==> config.mk <==
export PLATFORM = sky130hd
export DESIGN_NAME = mcs_scanner
export DESIGN_NICKNAME = d
export VERILOG_FILES = /design/src/rtl/mcs_pkg.sv /design/src/rtl/mcs_scanner.sv
export SDC_FILE = /design/constraint.sdc
export NUM_CORES = 1
export LEC_CHECK = 0
export ABC_AREA = 1
export BUFFER_PORTS_ARGS = -buffer_cell sky130_fd_sc_hd__buf_2
export CAP_MARGIN = 20
export CORE_ASPECT_RATIO = 0.7
export CORE_MARGIN = 8
export CORE_UTILIZATION = 40
export DETAILED_ROUTE_END_ITERATION = 16
export SYNTH_ARGS = -nofsm -noshare
export SYNTH_HDL_FRONTEND = slang
export SYNTH_SLANG_ARGS = --single-unit
==> constraint.sdc <==
create_clock -name clk_i -period 2.9 [get_ports clk_i]
set_clock_uncertainty 0.2 [all_clocks]
set_input_delay 0.145 -clock clk_i [delete_from_list [all_inputs] [get_ports clk_i]]
set_output_delay 0.145 -clock clk_i [all_outputs]
set_load 0.01 [all_outputs]
==> src/rtl/mcs_pkg.sv <==
// How it works
// - Checksum is a 16-bit CCITT code, polynomial x^16 + x^12 + x^5 + 1.
// - Running checksum starts at all ones at the start of every check.
// - Bytes go in from the section's first byte, MSB first, one update each.
// - Result is compared with the stored reference; match passes, mismatch fails.
// - Scan range is whole flash, loader only, or loader plus code.
// - Select range then enable; scan begins three cycles later, CPU still runs.
// - Fuse-enabled reset scan runs before CPU starts; failure blocks execution.
// - Passing reset scan releases CPU with enable, range and pass shown.
// - Failing reset scan keeps CPU hung; enable and range shown, pass reads zero.
// - Stall mode takes flash priority and stalls the CPU until done.
// - One 16-bit word is fetched every third clock, reset scans included.
// - A failed check clears the pass flag.
// - Writing one arms the failure interrupt unless busy; only system reset disarms it.
// - Failure while armed raises a non-maskable request held until system reset.
// - The failure request ignores the CPU global interrupt enable.
// - Scanning halts while the CPU sleeps and resumes on wake.
// - Sleep during the start delay defers the scan start until wake.
// - A waking interrupt handler runs only after the scan has finished.
// - Range codes: whole flash 0, loader plus code 1, loader only 2, 3 reserved.
// - Writing zero to enable does nothing; it stays one; writing one restarts unless busy or after a failure request, when it is ignored.
// - Mode and range writes are ignored while busy or after a failure request.
`default_nettype none
package mcs_pkg;
    localparam logic [15:0] MCS_CRC_POLY = 16'h1021;
    localparam logic [15:0] MCS_CRC_INIT = 16'hffff;
    localparam int MCS_START_DLY = 3;
    localparam int MCS_FETCH_PER = 3;
    localparam int MCS_AW = 16;
    localparam int MCS_PAGE_SHIFT = 8;
    localparam logic [MCS_AW-1:0] MCS_FLASH_BYTES = 16'h2000;
    // Wishbone word offsets (byte address)
    localparam logic [3:0] MCS_OFF_CTRLA = 4'h0;
    localparam logic [3:0] MCS_OFF_CTRLB = 4'h4;
    localparam logic [3:0] MCS_OFF_STATUS = 4'h8;
    // Field positions
    localparam int MCS_A_EN = 0;
    localparam int MCS_A_ARM = 1;
    localparam int MCS_A_RST = 7;
    localparam int MCS_B_SRC = 0;
    localparam int MCS_B_MODE = 4;
    localparam int MCS_S_BUSY = 0;
    localparam int MCS_S_OK = 1;
    localparam logic [1:0] MCS_SRC_FLASH = 2'h0;
    localparam logic [1:0] MCS_SRC_LOADER_AND_CODE_RANGE = 2'h1;
    localparam logic [1:0] MCS_SRC_BOOT = 2'h2;
    localparam logic [1:0] MCS_MODE_PRIO = 2'h0;
    localparam logic [1:0] MCS_MODE_RESET_SCAN = 2'h1;
    localparam logic MCS_OK_RESET = 1'b1;
    localparam int MCS_DLY_W = 2;
    localparam logic [MCS_DLY_W-1:0] MCS_DLY_LAST = 2'(MCS_START_DLY - 1);
    localparam logic [MCS_DLY_W-1:0] MCS_FETCH_LAST = 2'(MCS_FETCH_PER - 1);

    typedef enum logic [1:0] {
        MCS_ST_IDLE,
        MCS_ST_DELAY,
        MCS_ST_SCAN,
        MCS_ST_CMP
    } mcs_state_t;

    typedef struct packed {
        logic req;
        logic [MCS_AW-1:0] addr;
    } mcs_flash_req_t;

    typedef struct packed {
        logic [1:0] mode;
        logic [1:0] src;
    } mcs_cfg_t;
endpackage : mcs_pkg
`default_nettype wire

==> src/rtl/mcs_scanner.sv <==
// The implementer's own choices: the Wishbone register port and the register addresses.
`default_nettype none
module mcs_scanner (
    input wire logic clk_i,
    input wire logic rst_i,
    input wire logic ce_i,
    // Wishbone classic slave
    input wire logic cyc_i,
    input wire logic stb_i,
    input wire logic we_i,
    input wire logic [3:0] adr_i,
    input wire logic [3:0] sel_i,
    input wire logic [31:0] dat_i,
    output logic [31:0] dat_o,
    output logic ack_o,
    // Reset-scan fuses sampled on the first enabled clock after reset; region-end fuses read at each scan start
    input wire logic reset_scan_en_fuse_i,
    input wire logic [1:0] reset_scan_range_fuse_i,
    input wire logic [7:0] loader_region_end_fuse_i,
    input wire logic [7:0] code_region_end_fuse_i,
    // CPU side
    input wire logic cpu_sleep_i,
    input wire logic irq_pending_i,
    output logic cpu_stall_o,
    output logic irq_hold_o,
    output logic nmi_o,
    // Flash side
    output mcs_pkg::mcs_flash_req_t flash_o,
    input wire logic [15:0] flash_data_i
);
    // ----------------------------------------------------------------
    // Functions
    // ----------------------------------------------------------------
    function automatic logic [15:0] crc_byte(input logic [15:0] c, input logic [7:0] b);
        logic [15:0] r;
        r = c;
        for (int i = 7; i >= 0; i--) begin
            r = (r[15] ^ b[i]) ? ((r << 1) ^ mcs_pkg::MCS_CRC_POLY) : (r << 1);
        end
        return r;
    endfunction : crc_byte

    function automatic logic [mcs_pkg::MCS_AW-1:0] section_end(input logic [1:0] s,
            input logic [7:0] lf, input logic [7:0] cf);
        logic [mcs_pkg::MCS_AW-1:0] e;
        e = mcs_pkg::MCS_FLASH_BYTES;
        case (s)
            mcs_pkg::MCS_SRC_LOADER_AND_CODE_RANGE: e = {cf, 8'h00};
            mcs_pkg::MCS_SRC_BOOT: e = {lf, 8'h00};
            default: e = mcs_pkg::MCS_FLASH_BYTES;
        endcase
        return e;
    endfunction : section_end

    // ----------------------------------------------------------------
    // State
    // ----------------------------------------------------------------
    mcs_pkg::mcs_state_t state_reg;
    logic en_reg;
    logic arm_reg;
    logic ok_reg;
    logic busy_reg;
    logic nmi_reg;
    logic boot_reg;
    logic boot_fail_reg;
    logic fuse_taken_reg;
    mcs_pkg::mcs_cfg_t cfg_reg;
    logic [mcs_pkg::MCS_DLY_W-1:0] cnt_reg;
    logic [15:0] crc_reg;
    logic [mcs_pkg::MCS_AW-1:0] addr_reg;
    logic [mcs_pkg::MCS_AW-1:0] end_reg;
    logic [15:0] ref_reg;
    logic fetch_pend_reg;

    logic wr_a;
    logic wr_b;
    logic start_cmd;
    logic soft_rst;
    logic run;
    logic fetch_now;
    logic [15:0] crc_next;
    logic last_word;
    logic fail_now;

    assign wr_a = cyc_i && stb_i && we_i && !ack_o && sel_i[0] && adr_i == mcs_pkg::MCS_OFF_CTRLA && !nmi_reg;
    assign wr_b = cyc_i && stb_i && we_i && !ack_o && sel_i[0] && adr_i == mcs_pkg::MCS_OFF_CTRLB;
    assign start_cmd = wr_a && dat_i[mcs_pkg::MCS_A_EN] && !busy_reg;
    assign soft_rst = wr_a && dat_i[mcs_pkg::MCS_A_RST] && !(arm_reg && busy_reg);
    // Sleep freezes the scan engine only; bus stays alive
    assign run = ce_i && !cpu_sleep_i;
    assign fetch_now = state_reg == mcs_pkg::MCS_ST_SCAN && cnt_reg == mcs_pkg::MCS_FETCH_LAST;
    assign last_word = addr_reg + 16'(2) >= end_reg;
    assign crc_next = crc_byte(crc_byte(crc_reg, flash_data_i[15:8]), flash_data_i[7:0]);
    // A check fails only at its final compare, so an old failure never fires again
    assign fail_now = state_reg == mcs_pkg::MCS_ST_CMP && run && !soft_rst && ref_reg != crc_reg;

    // ----------------------------------------------------------------
    // Fuse capture and reset-time scan
    // ----------------------------------------------------------------
    always_ff @(posedge clk_i) begin
        if (rst_i) begin
            fuse_taken_reg <= 1'b0;
            boot_reg <= 1'b0;
            boot_fail_reg <= 1'b0;
        end else if (ce_i) begin
            if (!fuse_taken_reg) begin
                fuse_taken_reg <= 1'b1;
                boot_reg <= reset_scan_en_fuse_i;
            end else if (boot_reg && state_reg == mcs_pkg::MCS_ST_CMP && run) begin
                boot_reg <= 1'b0;
                boot_fail_reg <= ref_reg != crc_reg;
            end
        end
    end

    // ----------------------------------------------------------------
    // Control registers
    // ----------------------------------------------------------------
    always_ff @(posedge clk_i) begin
        if (rst_i) begin
            en_reg <= 1'b0;
            cfg_reg <= '0;
        end else if (ce_i) begin
            if (!fuse_taken_reg && reset_scan_en_fuse_i) begin
                en_reg <= 1'b1;
                cfg_reg.src <= reset_scan_range_fuse_i;
                cfg_reg.mode <= mcs_pkg::MCS_MODE_RESET_SCAN;
            end else if (soft_rst) begin
                en_reg <= 1'b0;
                cfg_reg <= '0;
            end else begin
                if (start_cmd) begin
                    en_reg <= 1'b1;
                end
                if (wr_b && !busy_reg && !nmi_reg && state_reg == mcs_pkg::MCS_ST_IDLE) begin
                    cfg_reg.src <= dat_i[mcs_pkg::MCS_B_SRC +: 2];
                    cfg_reg.mode <= dat_i[mcs_pkg::MCS_B_MODE +: 2];
                end
            end
        end
    end

    always_ff @(posedge clk_i) begin
        if (rst_i) begin
            arm_reg <= 1'b0;
        end else if (ce_i && wr_a && dat_i[mcs_pkg::MCS_A_ARM] && !busy_reg) begin
            arm_reg <= 1'b1;
        end
    end

    // ----------------------------------------------------------------
    // Scan engine
    // ----------------------------------------------------------------
    always_ff @(posedge clk_i) begin
        if (rst_i) begin
            state_reg <= mcs_pkg::MCS_ST_IDLE;
            cnt_reg <= '0;
            crc_reg <= mcs_pkg::MCS_CRC_INIT;
            addr_reg <= '0;
            end_reg <= '0;
            ref_reg <= '0;
            busy_reg <= 1'b0;
            ok_reg <= mcs_pkg::MCS_OK_RESET;
            fetch_pend_reg <= 1'b0;
        end else if (ce_i) begin
            if (!fuse_taken_reg && reset_scan_en_fuse_i) begin
                state_reg <= mcs_pkg::MCS_ST_SCAN;
                busy_reg <= 1'b1;
                crc_reg <= mcs_pkg::MCS_CRC_INIT;
                addr_reg <= '0;
                cnt_reg <= '0;
                end_reg <= section_end(reset_scan_range_fuse_i, loader_region_end_fuse_i,
                    code_region_end_fuse_i);
            end else if (soft_rst) begin
                state_reg <= mcs_pkg::MCS_ST_IDLE;
                busy_reg <= 1'b0;
                ok_reg <= mcs_pkg::MCS_OK_RESET;
                fetch_pend_reg <= 1'b0;
            end else if (start_cmd) begin
                state_reg <= mcs_pkg::MCS_ST_DELAY;
                cnt_reg <= '0;
            end else if (run) begin
                fetch_pend_reg <= fetch_now;
                case (state_reg)
                    mcs_pkg::MCS_ST_IDLE: begin
                    end
                    mcs_pkg::MCS_ST_DELAY: begin
                        cnt_reg <= cnt_reg + 2'(1);
                        if (cnt_reg == mcs_pkg::MCS_DLY_LAST - 2'(1)) begin
                            state_reg <= mcs_pkg::MCS_ST_SCAN;
                            busy_reg <= 1'b1;
                            cnt_reg <= '0;
                            crc_reg <= mcs_pkg::MCS_CRC_INIT;
                            addr_reg <= '0;
                            end_reg <= section_end(cfg_reg.src, loader_region_end_fuse_i,
                                code_region_end_fuse_i);
                        end
                    end
                    mcs_pkg::MCS_ST_SCAN: begin
                        // One word every third cycle
                        cnt_reg <= fetch_now ? '0 : cnt_reg + 2'(1);
                        if (fetch_now) begin
                            if (last_word) begin
                                ref_reg <= flash_data_i;
                                state_reg <= mcs_pkg::MCS_ST_CMP;
                            end else begin
                                crc_reg <= crc_next;
                                addr_reg <= addr_reg + 16'(2);
                            end
                        end
                    end
                    mcs_pkg::MCS_ST_CMP: begin
                        ok_reg <= ref_reg == crc_reg;
                        busy_reg <= 1'b0;
                        state_reg <= mcs_pkg::MCS_ST_IDLE;
                    end
                    default: state_reg <= mcs_pkg::MCS_ST_IDLE;
                endcase
            end
        end
    end

    // ----------------------------------------------------------------
    // Outputs to CPU and flash
    // ----------------------------------------------------------------
    always_ff @(posedge clk_i) begin
        if (rst_i) begin
            nmi_reg <= 1'b0;
        end else if (arm_reg && fail_now) begin
            // Arming after an earlier unarmed failure stays quiet until the next failure
            nmi_reg <= 1'b1;
        end
    end

    always_ff @(posedge clk_i) begin
        if (rst_i) begin
            cpu_stall_o <= 1'b1;
            irq_hold_o <= 1'b0;
            nmi_o <= 1'b0;
            flash_o <= '0;
        end else if (ce_i) begin
            // Stall while scanning; a failed reset scan hangs the CPU for good
            cpu_stall_o <= !fuse_taken_reg || boot_reg || boot_fail_reg ||
                state_reg == mcs_pkg::MCS_ST_SCAN || state_reg == mcs_pkg::MCS_ST_CMP;
            irq_hold_o <= irq_pending_i && state_reg != mcs_pkg::MCS_ST_IDLE;
            nmi_o <= nmi_reg;
            flash_o.req <= state_reg == mcs_pkg::MCS_ST_SCAN;
            flash_o.addr <= addr_reg;
        end
    end

    // ----------------------------------------------------------------
    // Wishbone slave: ack one cycle after request
    // ----------------------------------------------------------------
    always_ff @(posedge clk_i) begin
        if (rst_i) begin
            ack_o <= 1'b0;
            dat_o <= '0;
        end else if (ce_i) begin
            ack_o <= cyc_i && stb_i && !ack_o;
            dat_o <= '0;
            case (adr_i)
                mcs_pkg::MCS_OFF_CTRLA: begin
                    dat_o[mcs_pkg::MCS_A_EN] <= en_reg;
                    dat_o[mcs_pkg::MCS_A_ARM] <= arm_reg;
                end
                mcs_pkg::MCS_OFF_CTRLB: begin
                    dat_o[mcs_pkg::MCS_B_SRC +: 2] <= cfg_reg.src;
                    dat_o[mcs_pkg::MCS_B_MODE +: 2] <= cfg_reg.mode;
                end
                mcs_pkg::MCS_OFF_STATUS: begin
                    dat_o[mcs_pkg::MCS_S_BUSY] <= busy_reg;
                    dat_o[mcs_pkg::MCS_S_OK] <= ok_reg && !busy_reg;
                end
                default: dat_o <= '0;
            endcase
        end
    end
endmodule : mcs_scanner
`default_nettype wire
# Yosys cells after proc, flatten, opt, wreduce, memory -nomap -nowiden
# Index checks and enable logic that the tools add are counted.
dict set report totals {
  wordCells 230
  ff_bits 105
  output_inout_bits 53
}
dict set report classes {
  mux 75
  n_eq_ne 25
  addsub 2
  reduce_logical 69
  n_lt_le_gt_ge 1
  bitwise_logic 35
}
# operator n
set ops {}
lappend ops {{16-bit 2-to-1 mux} 20}
lappend ops {{13-bit 2-to-1 mux} 16}
lappend ops {{16-bit one-hot mux with 2 select lines} 4}
lappend ops {{3-bit NOT} 16}
lappend ops {{1-bit logical AND} 30}
lappend ops {{2-bit 2-to-1 mux} 14}
lappend ops {{16-bit by 2-bit adder with 16-bit output, second input constant} 1}
lappend ops {{16-bit == test} 1}
lappend ops {{16-bit greater-or-equal comparator} 1}
lappend ops {{16-bit inequality test} 1}
lappend ops {{8-bit AND reduction} 2}
lappend ops {{1-bit XOR} 16}
lappend ops {{5-bit inequality test, second input constant} 3}
lappend ops {{3-bit nonzero test} 5}
lappend ops {{1-bit 2-to-1 mux} 14}
lappend ops {{4-bit 2-to-1 mux} 3}
lappend ops {{2-bit one-hot mux with 3 select lines} 2}
lappend ops {{6-bit AND reduction} 2}
lappend ops {{2-bit nonzero test} 6}
lappend ops {{4-bit nonzero test} 3}
lappend ops {{2-bit == test, second input constant} 5}
lappend ops {{5-bit AND reduction} 2}
lappend ops {{3-bit inequality test, second input constant} 3}
lappend ops {{2-bit by 1-bit == test with 1-bit output, second input constant} 4}
lappend ops {{17 further kinds} 33}

# Longest topological paths before layout
# Gate-level depths: netlist of run 1.
dict set report logic_depth {
  word_depth 39
  mapped_depth 22
}

# Worst setup path before layout of run 1
# No wires, ideal clock.
dict set report synth_path {
  kind {reg2reg}
  startpoint {reg addr_reg[3] in the netlist's numbering}
  endpoint {reg ref_reg[0]}
  arrival_ns 2.538
  n_path_buf 1
  path_stages_with_launch 21
  path_slack_ns 0.030
  cell_sequence {dfxtp_1 > nand2_1 > nor2_1 > nand2_1 > nor2_1 > nand3_1 > nor2_1 > nand2_1 > xor2_1 > inv_1 > ha_1 > nand2_1 > inv_1 > nand3_1 > nor3_1 > nand4_2 > nand2_2 > nand3_4 > buf_6 > nand2_1 > a21oi_1}
}
dict set report synth_between {
  elab_chain_len 3
}
# item line
set synth_lines {}
lappend synth_lines {{from (decl)} mcs_scanner.sv:70} ;# logic [mcs_pkg::MCS_AW-1:0] addr_reg;
lappend synth_lines {{from (signal assigned)} mcs_scanner.sv:208} ;# addr_reg <= addr_reg + 16'(2);
lappend synth_lines {{16-bit by 2-bit adder with 16-bit output} mcs_scanner.sv:92} ;# assign last_word = addr_reg + 16'(2) >= end_reg;
lappend synth_lines {{16-bit greater-or-equal comparator} mcs_scanner.sv:92}
lappend synth_lines {{8-bit AND reduction (no source line)} -}
lappend synth_lines {{to (signal assigned)} mcs_scanner.sv:204} ;# ref_reg <= flash_data_i;
lappend synth_lines {{to (decl)} mcs_scanner.sv:72} ;# logic [15:0] ref_reg;
# No other way between the ends.
# A chain may end at the register's enable or synchronous reset.

# Worst setup path after layout of run 1
dict set report layout_path {
  startpoint {reg addr_reg[2] in the netlist's numbering}
  endpoint {reg addr_reg[6] in the netlist's numbering}
}
dict set report layout_between {
  elab_chain_len 8
  elab_cells_between_ends 11
  classes_between {add/sub: 1; order compare: 1; eq/ne: 1; mux: 7; reduce/logical: 1}
}
# item line
set layout_lines {}
lappend layout_lines {{16-bit by 2-bit adder with 16-bit output *} {mcs_scanner.sv:92, mcs_scanner.sv:208}}
lappend layout_lines {{branches (longest 7 deep; another with 16-bit greater-or-equal comparator)} -}
# Mark *: on every way between the ends. The select of a mux whose other input is x is not followed.

==> results of run 1 <==
[worst register-to-register path: stages (launching register included)]
cell and delay, ns:
dfxtp_2 0.35, ha_1 0.17, nand3_1 0.12, inv_2 0.08, nand2_2 0.09, nor2_4 0.14, buf_4 0.12, nand3_1 0.08
nand2_2 0.10, inv_1 0.05, ha_1 0.29, a21oi_1 0.15, o21ai_1 0.08, a21oi_2 0.16, nand3_2 0.12, nand2_4 0.11
nand2_8 0.12, buf_12 0.22, nor2_1 0.12, nor2_1 0.06
[metrics by stage]
step	power (mW)	instances	hold WS (ns)	setup slack, ns	utilization (%)
after CTS	3.75	1262	0.0645	-0.0689	51.3
after global placement	2.33	1208	0.216	-0.117	45.7
after floorplan	2.09	956	0.0732	0.0297	-
after global routing	4.02	1268	0.107	-0.346	52.9
after detailed placement	2.34	1208	0.218	-0.224	45.7
final	3.81	1268	0.0622	-0.133	52.9
[area by class of cell]
type,instances,area [um^2]
Fill cell,1461,6960
Multi-Input combinational cell,683,3690
Sequential cell,95,1910
Timing Repair Buffer,161,1210
Inverter,120,450
Tap cell,195,244
Clock buffer,10,229
Clock inverter,4,72.6
[worst paths after layout]
check                   start          end  slack, ns  cells past startpoint
setup reg to reg  addr_reg[2]  addr_reg[6]      -0.13                     19
hold reg to reg    cfg_reg[3]     dat_o[5]       0.26                      2
setup / recovery  addr_reg[2]  addr_reg[6]      -0.13                     19
hold / removal          rst_i  crc_reg[10]       0.06                      3
[layer usage]
layer  routed length, um  track usage (%)  vias up
met4                 141             4.23        0
met2                7540             26.3      198
li1                    -                -     3225
met5                   0                0        -
met1                9040             26.2     2801
met3                1310             4.03       13
[report_power, final]
| part | switching, mW | internal [mW] |
|---|---|---|
| Sequential | 0.0560 | 1.38 |
| Clock | 0.511 | 0.746 |
| Combinational | 0.664 | 0.457 |
| Total | 1.23 | 2.58 |
[logic make-up after synthesis]
| logic type | Yosys count | share of synthesized area, % |
|---|---|---|
| simple gates | 464 | 33.8 |
| buf+inv | 181 | 13.9 |
| compound gates | 132 | 12.0 |
| flops | 95 | 31.3 |
| xor+xnor | 38 | 5.47 |
| fa+ha+maj | 17 | 3.50 |
| other cells | 1 | 0.0617 |
[what timing repair did]
item	CTS	global route
hold endpoints to repair	26	0
buffers inserted	8	5
gates resized for setup	25	52
pin swaps	6	20
setup endpoints to repair	49	49
cloned	6	1
hold buffers	26	0
[layout by cell type, fill, tap and decap left out, types with 5 or more instances in the layout]
cell,n
a21oi_1,60
a22oi_1,7
buf_2,76
buf_4,48
clkbuf_16,9
conb_1,29
dfxtp_1,90
dfxtp_2,5
dlygate4sd3_1,26
ha_1,17
inv_1,116
nand2_1,205
nand2_2,24
nand3_1,75
nand3_2,6
nand3b_1,6
nand4_1,22
nor2_1,89
nor2_2,9
nor3_1,7
o21ai_0,30
o22ai_1,18
xnor2_1,21
xor2_1,15
==> metrics.txt, run 1 <==
status complete, but fails checks; failing checks setup timing; hpwl dp roughly 13000 um; Die Ht around 120 um; measured slew at the worst slew-check pin slightly above 1 ns; # diodes 0; gp weighted congestion 0.903; initial antenna violation count 0; yosys warns 0; worst-skew pair later-pin latency ~0.34 ns; syn avg cell area between 6 and 7 um^2; Final Hold Fails 0; Yosys cell types 38; Synth top area share 31.3%; CP required 2.94 ns; Max clock buf depth 2; TritonCTS clock tree built; GR Overflow Total 0; crit end category register; Initial Utilization between 40% and 50%; root buf cell clkbuf_16; Die Wd around 160 um; Hold Crit Class input pin to register; crit path setup slack, layout -0.133 ns; Layout area overhead 28.4%; clock period minus final worst setup slack 3.03 ns; Initial DRT Pass Iterations 5; WL/cell 14.2 um; Crit path arrival time 3.07 ns; Leak between 3 and 4 nW; Largest stage delay, worst path roughly 0.35 ns; first-pass GRT wire length 29000 um; gr usage total between 10% and 20%; PortBufs between 70 and 80; synth top area cells dfxtp_1, nand2_1, inv_1; Core Box Area between 10000 and 15000 um^2; via count around 6200; layout cells sized above 1 a little over a fifth; critical path peak fanout 14; CTS H-tree lvls 3; crit start category register; post-route DRC violation count 0; Slew headroom a little under a third; vias in the first global route 5771; most common cell in the netlist nand2_1; drt first-iter violations approximately 570; final worst-path cycle share 105%; largest net degree at the start of global routing 55; final setup fails 37; die area 19500 um^2; worst path cell trace ha_1 -> nand3_1 -> inv_2 -> nand2_2 -> nor2_4 -> buf_4 -> nand3_1 -> nand2_2 -> inv_1 -> ha_1 -> a21oi_1 -> o21ai_1 -> a21oi_2 -> nand3_2 -> nand2_4 -> nand2_8 -> buf_12 -> nor2_1 -> nor2_1; Sink Count 95; routed vias/inst ~4.9; Top delay family on crit path simple AND/OR/NAND/NOR gates; clk slew on worst S/H paths about 0.07 ns; cell area after synthesis about 6000 um^2; io pins 136; asr flop ratio synth 0%; Fin Setup TNS -2.68 ns; fin nets roughly 1200; Post-Route WL ~18000 um; critical path's slowest cell dfxtp_2; FF+latch count, synth between 90 and 100; CP Buf/Inv Count 4; # rows 37; Final ANT Viol Nets 0; CP Class register to register; IR drop worst, VDD approximately 0.25 mV; Final Instance Area 7810 um^2; Num CTS Buffers 9; top cell type by total area after synthesis dfxtp_1; RSZ-0062 raised after global routing true; Synth top cells by count nand2_1, inv_1, dfxtp_1, nor2_1, nand3_1; power per cell area about 490 nW/um^2; Syn Inst Count between 900 and 1000; dominant synthesized flop cell dfxtp_1; number of flops mapped to enable cells by yosys 0; sequential cell area fraction in the yosys report 31.3%; f_max between 300 and 400 MHz; max cap viols 0; DP Area slightly below 7000 um^2; Max Transition Viols Final 0
Note: power is estimated with default switching activity, not from simulation.
==> inputs of run 2 (changes only) <==
Settings changed: CELL_PAD_IN_SITES_DETAIL_PLACEMENT from default to 0, CELL_PAD_IN_SITES_GLOBAL_PLACEMENT from default to 1, CORE_UTILIZATION 40 to 35, PLACE_DENSITY_LB_ADDON from default to 0.1.
==> metrics.txt, run 2 (synthesis results as in run 1) <==
most common cell after layout, fill and taps aside nand2_1 (unchanged); placed cell count 1247 (was 1208); Final ANT Viol Nets 0 (unchanged); fin nets 1180 (was 1170); Initial Utilization 35.6% (was 41.2%); DP Area 6860 um^2 (was 6750 um^2); Non-Filler Instances 1316 (was 1268); crit end category register (unchanged); final worst-path cycle share 106% (was 105%); crit start category register (unchanged); GR Overflow Total 0 (unchanged); Post-Route WL 19200 um (was 18000 um); root buf cell clkbuf_16 (unchanged); final setup fails 49 (was 37); Die Ht 126 um (was 119 um); CP required 2.95 ns (was 2.94 ns); Die Wd 174 um (was 163 um); Max clock buf depth 2 (unchanged); measured slew at the worst slew-check pin 0.611 ns (was 1.02 ns); DR WL met2 7960 um (was 7540 um); clock period minus final worst setup slack 3.06 ns (was 3.03 ns); Crit path arrival time 3.11 ns (was 3.07 ns); initial antenna violation count 0 (unchanged); failing checks setup timing (unchanged); max cap viols 0 (unchanged); critical path peak fanout 6 (was 14); status complete, but fails checks (unchanged); Slew headroom 59.2% (was 31.6%); Metal-1 WL 10100 um (was 9040 um); f_max 326 MHz (was 330 MHz); Max Transition Viols Final 0 (unchanged); commonest cells after routing, fill and taps aside nand2_1, inv_1, dfxtp_1 (unchanged); Hold Crit Class input pin to register (unchanged); Final Hold Fails 0 (unchanged); TritonCTS clock tree built (unchanged); Num CTS Buffers 9 (unchanged); drt first-iter violations 422 (was 568); routed vias/inst 4.71 (was 4.92); Layout area overhead 30.8% (was 28.4%); Core Box Area 17100 um^2 (was 14800 um^2); total power 3.70 mW (was 3.81 mW); met3 WL 974 um (was 1310 um); via count 6204 (was 6237); # rows 40 (was 37); gp weighted congestion 0.806 (was 0.903); hpwl dp 14100 um (was 12600 um); final hold slack 0.0613 ns (was 0.0622 ns); worst-skew pair later-pin latency 0.35 ns (was 0.34 ns); Sink Count 95 (unchanged); Util after Layout 46.6% (was 52.9%); crit path setup slack, layout -0.164 ns (was -0.133 ns); io pins 136 (unchanged); clk slew on worst S/H paths 0.07 ns (about the same); power per cell area 466 nW/um^2 (was 488 nW/um^2); gr usage total 17.3% (was 18.0%); IR drop worst, VDD 0.259 mV (was 0.248 mV); first-pass GRT wire length 31000 um (was 29000 um); vias in the first global route 5896 (was 5771); post-route DRC violation count 0 (unchanged); largest net degree at the start of global routing 68 (was 55); layout cells sized above 1 22.2% (was 21.0%); CP Class register to register (unchanged); RSZ-0062 raised after global routing true (unchanged); PortBufs 76 (unchanged); Leak 3.73 nW (was 3.70 nW); Initial DRT Pass Iterations 5 (unchanged); die area 21900 um^2 (was 19500 um^2); # diodes 0 (unchanged); WL/cell 14.6 um (was 14.2 um); Final Instance Area 7960 um^2 (was 7810 um^2); uppermost layer routed met4 (unchanged); CTS H-tree lvls 3 (unchanged)
[run 2: changes by cell type in the layout (fill, tap and decap cells not counted), sizes merged]
cell      previous run  this run
clkinvlp             1         3
inv                120       123
buf                135       144
bufinv               2         0
[run 2: report_power, final]
part           leakage (nW)  internal (mW)  switching (mW)
clock network         0.129          0.590           0.556
logic                  2.83          0.463           0.658
registers             0.778           1.37          0.0626
total                  3.73           2.43            1.28
[run 2: path summary, 6_finish.rpt]
check | depth (start not counted) | startpoint | end | slack (ns)
worst min register to register | 2 | cfg_reg[2] | cfg_reg[2] | 0.27
worst max register to register | 19 | addr_reg[5] | addr_reg[10] | -0.16
worst min-delay path | 6 | adr_i[0] | dat_o[1] | 0.06
worst max-delay path | 19 | addr_reg[5] | addr_reg[10] | -0.16
[run 2: through the flow]
step,setup WS [ns],TNS (ns)
2_1_floorplan,0.0297,0
3_3_place_gp,-0.238,-9.77
3_5_place_dp,-0.314,-12.70
4_1_cts,-0.0941,-3.06
5_1_grt,-0.382,-15.64
6_report,-0.164,-5.64
[run 2: critical path: stages, from the launching register on]
cell,delay (ns)
dfxtp_2,0.36
buf_4,0.11
nand2_1,0.08
nor3_2,0.25
nand2_2,0.12
nor2_2,0.10
xor2_1,0.15
buf_4,0.14
inv_1,0.07
ha_4,0.28
nand2_2,0.06
nor3_4,0.25
nand4_4,0.14
nand3_2,0.11
nand2_4,0.08
nand2_8,0.15
clkbuf_16,0.18
nand2_4,0.04
nand2_1,0.05
nor2_1,0.04
[run 2: per-layer routing]
metal,track usage [%],vias to the layer above
met3,3.97,8
li1,-,3252
met4,2.88,0
met5,0,-
met1,25.8,2823
met2,25.1,121
[run 2: timing repair]
item / in CTS / in global routing
gates resized for setup: 31 / 43
hold endpoints to repair: 24 / 0
gates cloned: 4 / 3
hold buffers: 26 / 0
pin swaps: 5 / 24
endpoints found under the setup margin: 49 / 49
buffers inserted: 14 / 5
[run 2: area by class of cell]
cell class	count	area, um^2
flip-flops and latches	95	1910
clock buffers	9	225
repair buffers	171	1310
multi-input cells	683	3720
fillers	1825	9110
clock inverters	7	53.8
well taps	231	289
inverters	120	450
==> inputs of run 3 (changes only) <==
Settings changed: ABC_AREA 1 to default, CORE_UTILIZATION 35 to 40, SKIP_CTS_REPAIR_TIMING from default to 1.
Clock period 2.9 ns to 3.1 ns, I/O delays scaled along.
==> metrics.txt, run 3 <==
worst path cell trace ha_4 -> nand4_1 -> or3_4 -> nor2_4 -> xor2_2 -> ha_4 -> a21oi_2 -> o21a_1 -> nand4_1 -> a31oi_4 -> o31a_1 -> nand2_4 -> or3_4 -> a31oi_1 (was buf_4 -> nand2_1 -> nor3_2 -> nand2_2 -> nor2_2 -> xor2_1 -> buf_4 -> inv_1 -> ha_4 -> nand2_2 -> nor3_4 -> nand4_4 -> nand3_2 -> nand2_4 -> nand2_8 -> clkbuf_16 -> nand2_4 -> nand2_1 -> nor2_1); Post-Route WL 15400 um (was 19200 um); TritonCTS clock tree built (unchanged); Initial Utilization 40.4% (was 35.6%); IR drop worst, VDD 0.407 mV (was 0.259 mV); crit end category register (unchanged); worst hold endpoint cfg_reg[2] (was dat_o[1]); Layout area overhead 28.2% (was 30.8%); io pins 136 (unchanged); Die Ht 115 um (was 126 um); measured slew at the worst slew-check pin 0.731 ns (was 0.611 ns); R2R Setup Slk -0.42 ns (was -0.16 ns); via count 4879 (was 6204); WL/cell 15.9 um (was 14.6 um); Die Wd 157 um (was 174 um); routed vias/inst 5.04 (was 4.71); initial antenna violation count 0 (unchanged); CTS H-tree lvls 3 (unchanged); Yosys cell types 61 (was 38); Largest stage delay, worst path 0.47 ns (was 0.36 ns); Sink Count 95 (unchanged); status complete, but fails checks (unchanged); # diodes 0 (unchanged); drt first-iter violations 289 (was 422); synth top area cells dfxtp_1, xnor2_1, mux2i_1 (was dfxtp_1, nand2_1, inv_1); final setup fails 49 (unchanged); GR Overflow Total 0 (unchanged); CP Class register to register (unchanged); FF+latch count, synth 95 (unchanged); Syn Inst Count 643 (was 928); syn avg cell area 8.63 um^2 (was 6.55 um^2); layout cells sized above 1 24.8% (was 22.2%); Sequential Power Share 41.7% (was 38.8%); Crit path arrival time 3.58 ns (was 3.11 ns); worst slack, placed -0.442 ns (was -0.314 ns); top cell type by total area after synthesis dfxtp_1 (unchanged); CP required 3.16 ns (was 2.95 ns); clock power share 40.5% (was 30.9%); P_int 2.20 mW (was 2.43 mW); number of flops mapped to enable cells by yosys 0 (unchanged); Initial DRT Pass Iterations 4 (was 5); Final Hold Fails 2 (was 0); first-pass GRT wire length 24800 um (was 31000 um); hpwl dp 11300 um (was 14100 um); Logic pwr share 17.8% (was 30.3%); Synth top area share 34.3% (was 31.3%); clk slew on worst S/H paths 0.07 ns (about the same); PortBufs 76 (unchanged); worst-skew pair later-pin latency 0.34 ns (was 0.35 ns); fin nets 873 (was 1180); Final ANT Viol Nets 0 (unchanged); vias in the first global route 4846 (was 5896); Num CTS Buffers 9 (unchanged); critical path peak fanout 6 (unchanged); gr usage total 17.0% (was 17.3%); post-route DRC violation count 0 (unchanged); cell area after synthesis 5550 um^2 (was 6080 um^2); Max clock buf depth 2 (unchanged); total power 3.01 mW (was 3.70 mW); reg2reg path depth 14 (was 19); Hold Crit Class input pin to register (unchanged); max cap viols 0 (unchanged); min-delay src dat_i[4] (was adr_i[0]); most common cell in the netlist dfxtp_1 (was nand2_1); Leak 2.84 nW (was 3.73 nW); yosys warns 0 (unchanged); failing checks hold timing, setup timing (was setup timing); Slew headroom 51.3% (was 59.2%); largest net degree at the start of global routing 39 (was 68); gp weighted congestion 0.893 (was 0.806); sequential cell area fraction in the yosys report 34.3% (was 31.3%); power per cell area 424 nW/um^2 (was 466 nW/um^2); # rows 36 (was 40); NetSw 0.813 mW (was 1.28 mW); final worst-path cycle share 114% (was 106%); Synth top cells by count dfxtp_1, nor2_1, xnor2_1 (was nand2_1, inv_1, dfxtp_1, nor2_1, nand3_1); CP Buf/Inv Count 0 (was 4); critical path's slowest cell or3_4 (was dfxtp_2); crit path setup slack, layout -0.422 ns (was -0.164 ns); root buf cell clkbuf_16 (unchanged); reg2reg end addr_reg[10] (unchanged); Max Transition Viols Final 0 (unchanged); asr flop ratio synth 0% (unchanged); Core Box Area 13700 um^2 (was 17100 um^2); f_max 284 MHz (was 326 MHz); RSZ-0062 raised after global routing true (unchanged); die area 18000 um^2 (was 21900 um^2); Top delay family on crit path simple AND/OR/NAND/NOR gates (unchanged); most common cell after layout, fill and taps aside dfxtp_1 (was nand2_1); FILL cells 1305 (was 1825); hold path cells 3 (was 6); Reg2Reg Launch Point addr_reg[2] (was addr_reg[5]); clock period minus final worst setup slack 3.52 ns (was 3.06 ns); dominant synthesized flop cell dfxtp_1 (unchanged); Net Sw Frac 27.0% (was 34.5%); final hold slack -0.0510 ns (was 0.0613 ns); commonest cells after routing, fill and taps aside dfxtp_1, buf_2, nor2_1 (was nand2_1, inv_1, dfxtp_1); crit start category register (unchanged)
==> run 3: cell count changes after synthesis, sizes merged, moves of 12 or more <==
cell,before,now
nand3,82,19
o21ai,34,15
o22ai,18,4
mux2i,0,39
nor2,102,68
nand2,235,38
xnor2,21,48
inv,120,19
a31oi,0,12
nand4,24,8
a21oi,64,39
==> run 3: worst reg2reg max path, cell delays in order (launching register included) <==
cell and delay (ns):
dfxtp_4 0.38, ha_4 0.14, nand4_1 0.12, or3_4 0.47, nor2_4 0.14, xor2_2 0.21
ha_4 0.24, a21oi_2 0.14, o21a_1 0.17, nand4_1 0.15, a31oi_4 0.20, o31a_1 0.25
nand2_4 0.12, or3_4 0.39, a31oi_1 0.13
==> run 3: area by class of cell <==
class,instances,area [um^2],share of cell area (%)
Multi-Input combinational cell,493,3480,49.0
Sequential cell,95,1910,26.9
Timing Repair Buffer,154,1070,15.1
Clock buffer,10,239,3.36
Tap cell,190,238,3.34
Clock inverter,6,91.3,1.28
Inverter,20,75.1,1.06
==> run 3: how the worst max path moves through the flow <==
stage / from / end / slack, ns / cells past startpoint
3_5_place_dp: addr_reg[2] / crc_reg[12] / -0.44 / 13
2_1_floorplan: addr_reg[1] / addr_reg[10] / -0.30 / 17
4_1_cts: addr_reg[2] / crc_reg[12] / -0.50 / 13
5_1_grt: addr_reg[2] / addr_reg[10] / -0.65 / 14
3_3_place_gp: addr_reg[2] / addr_reg[1] / -0.41 / 14
6_report: addr_reg[2] / addr_reg[10] / -0.42 / 14
==> run 3: stage by stage <==
stage	instances	setup TNS, ns	hold WS [ns]	utilization, %	area (um^2)
2_1_floorplan	671	-4.21	0.102	-	5700
3_3_place_gp	923	-9.04	0.219	45.9	6300
3_5_place_dp	923	-13.50	0.232	45.9	6300
4_1_cts	939	-16.33	-0.134	48.3	6630
5_1_grt	968	-24.85	0.00779	51.7	7110
6_report	968	-13.29	-0.0510	51.7	7110
==> run 3: power by group through the flow <==
stage	Combinational [mW]	Sequential, mW	Clock [mW]
global route	0.587	1.26	1.31
global placement	0.472	1.28	0
detailed placement	0.477	1.28	0
floorplan	0.371	1.28	0
finish	0.536	1.26	1.22
CTS	0.482	1.26	1.27
==> run 3: logic make-up (layout without fill, tap and decap cells) <==
family	count (synthesis)	after routing	share of synthesized area (%)
buffers and inverters	83	190	8.44
adders and majority gates	17	17	3.83
DFF	95	95	34.3
AOI/OAI and AO/OA	122	122	14.9
other	1	29	0.0676
xor gates and xnor gates	75	75	12.1
muxes	39	39	7.04
and+or+nand+nor	211	211	19.3
==> run 3: per-layer routing <==
metal,GRT usage (%),share of wire [%]
met5,0,0
met4,3.57,0.37
met3,3.62,4.9
met2,26.7,46
met1,23.6,49
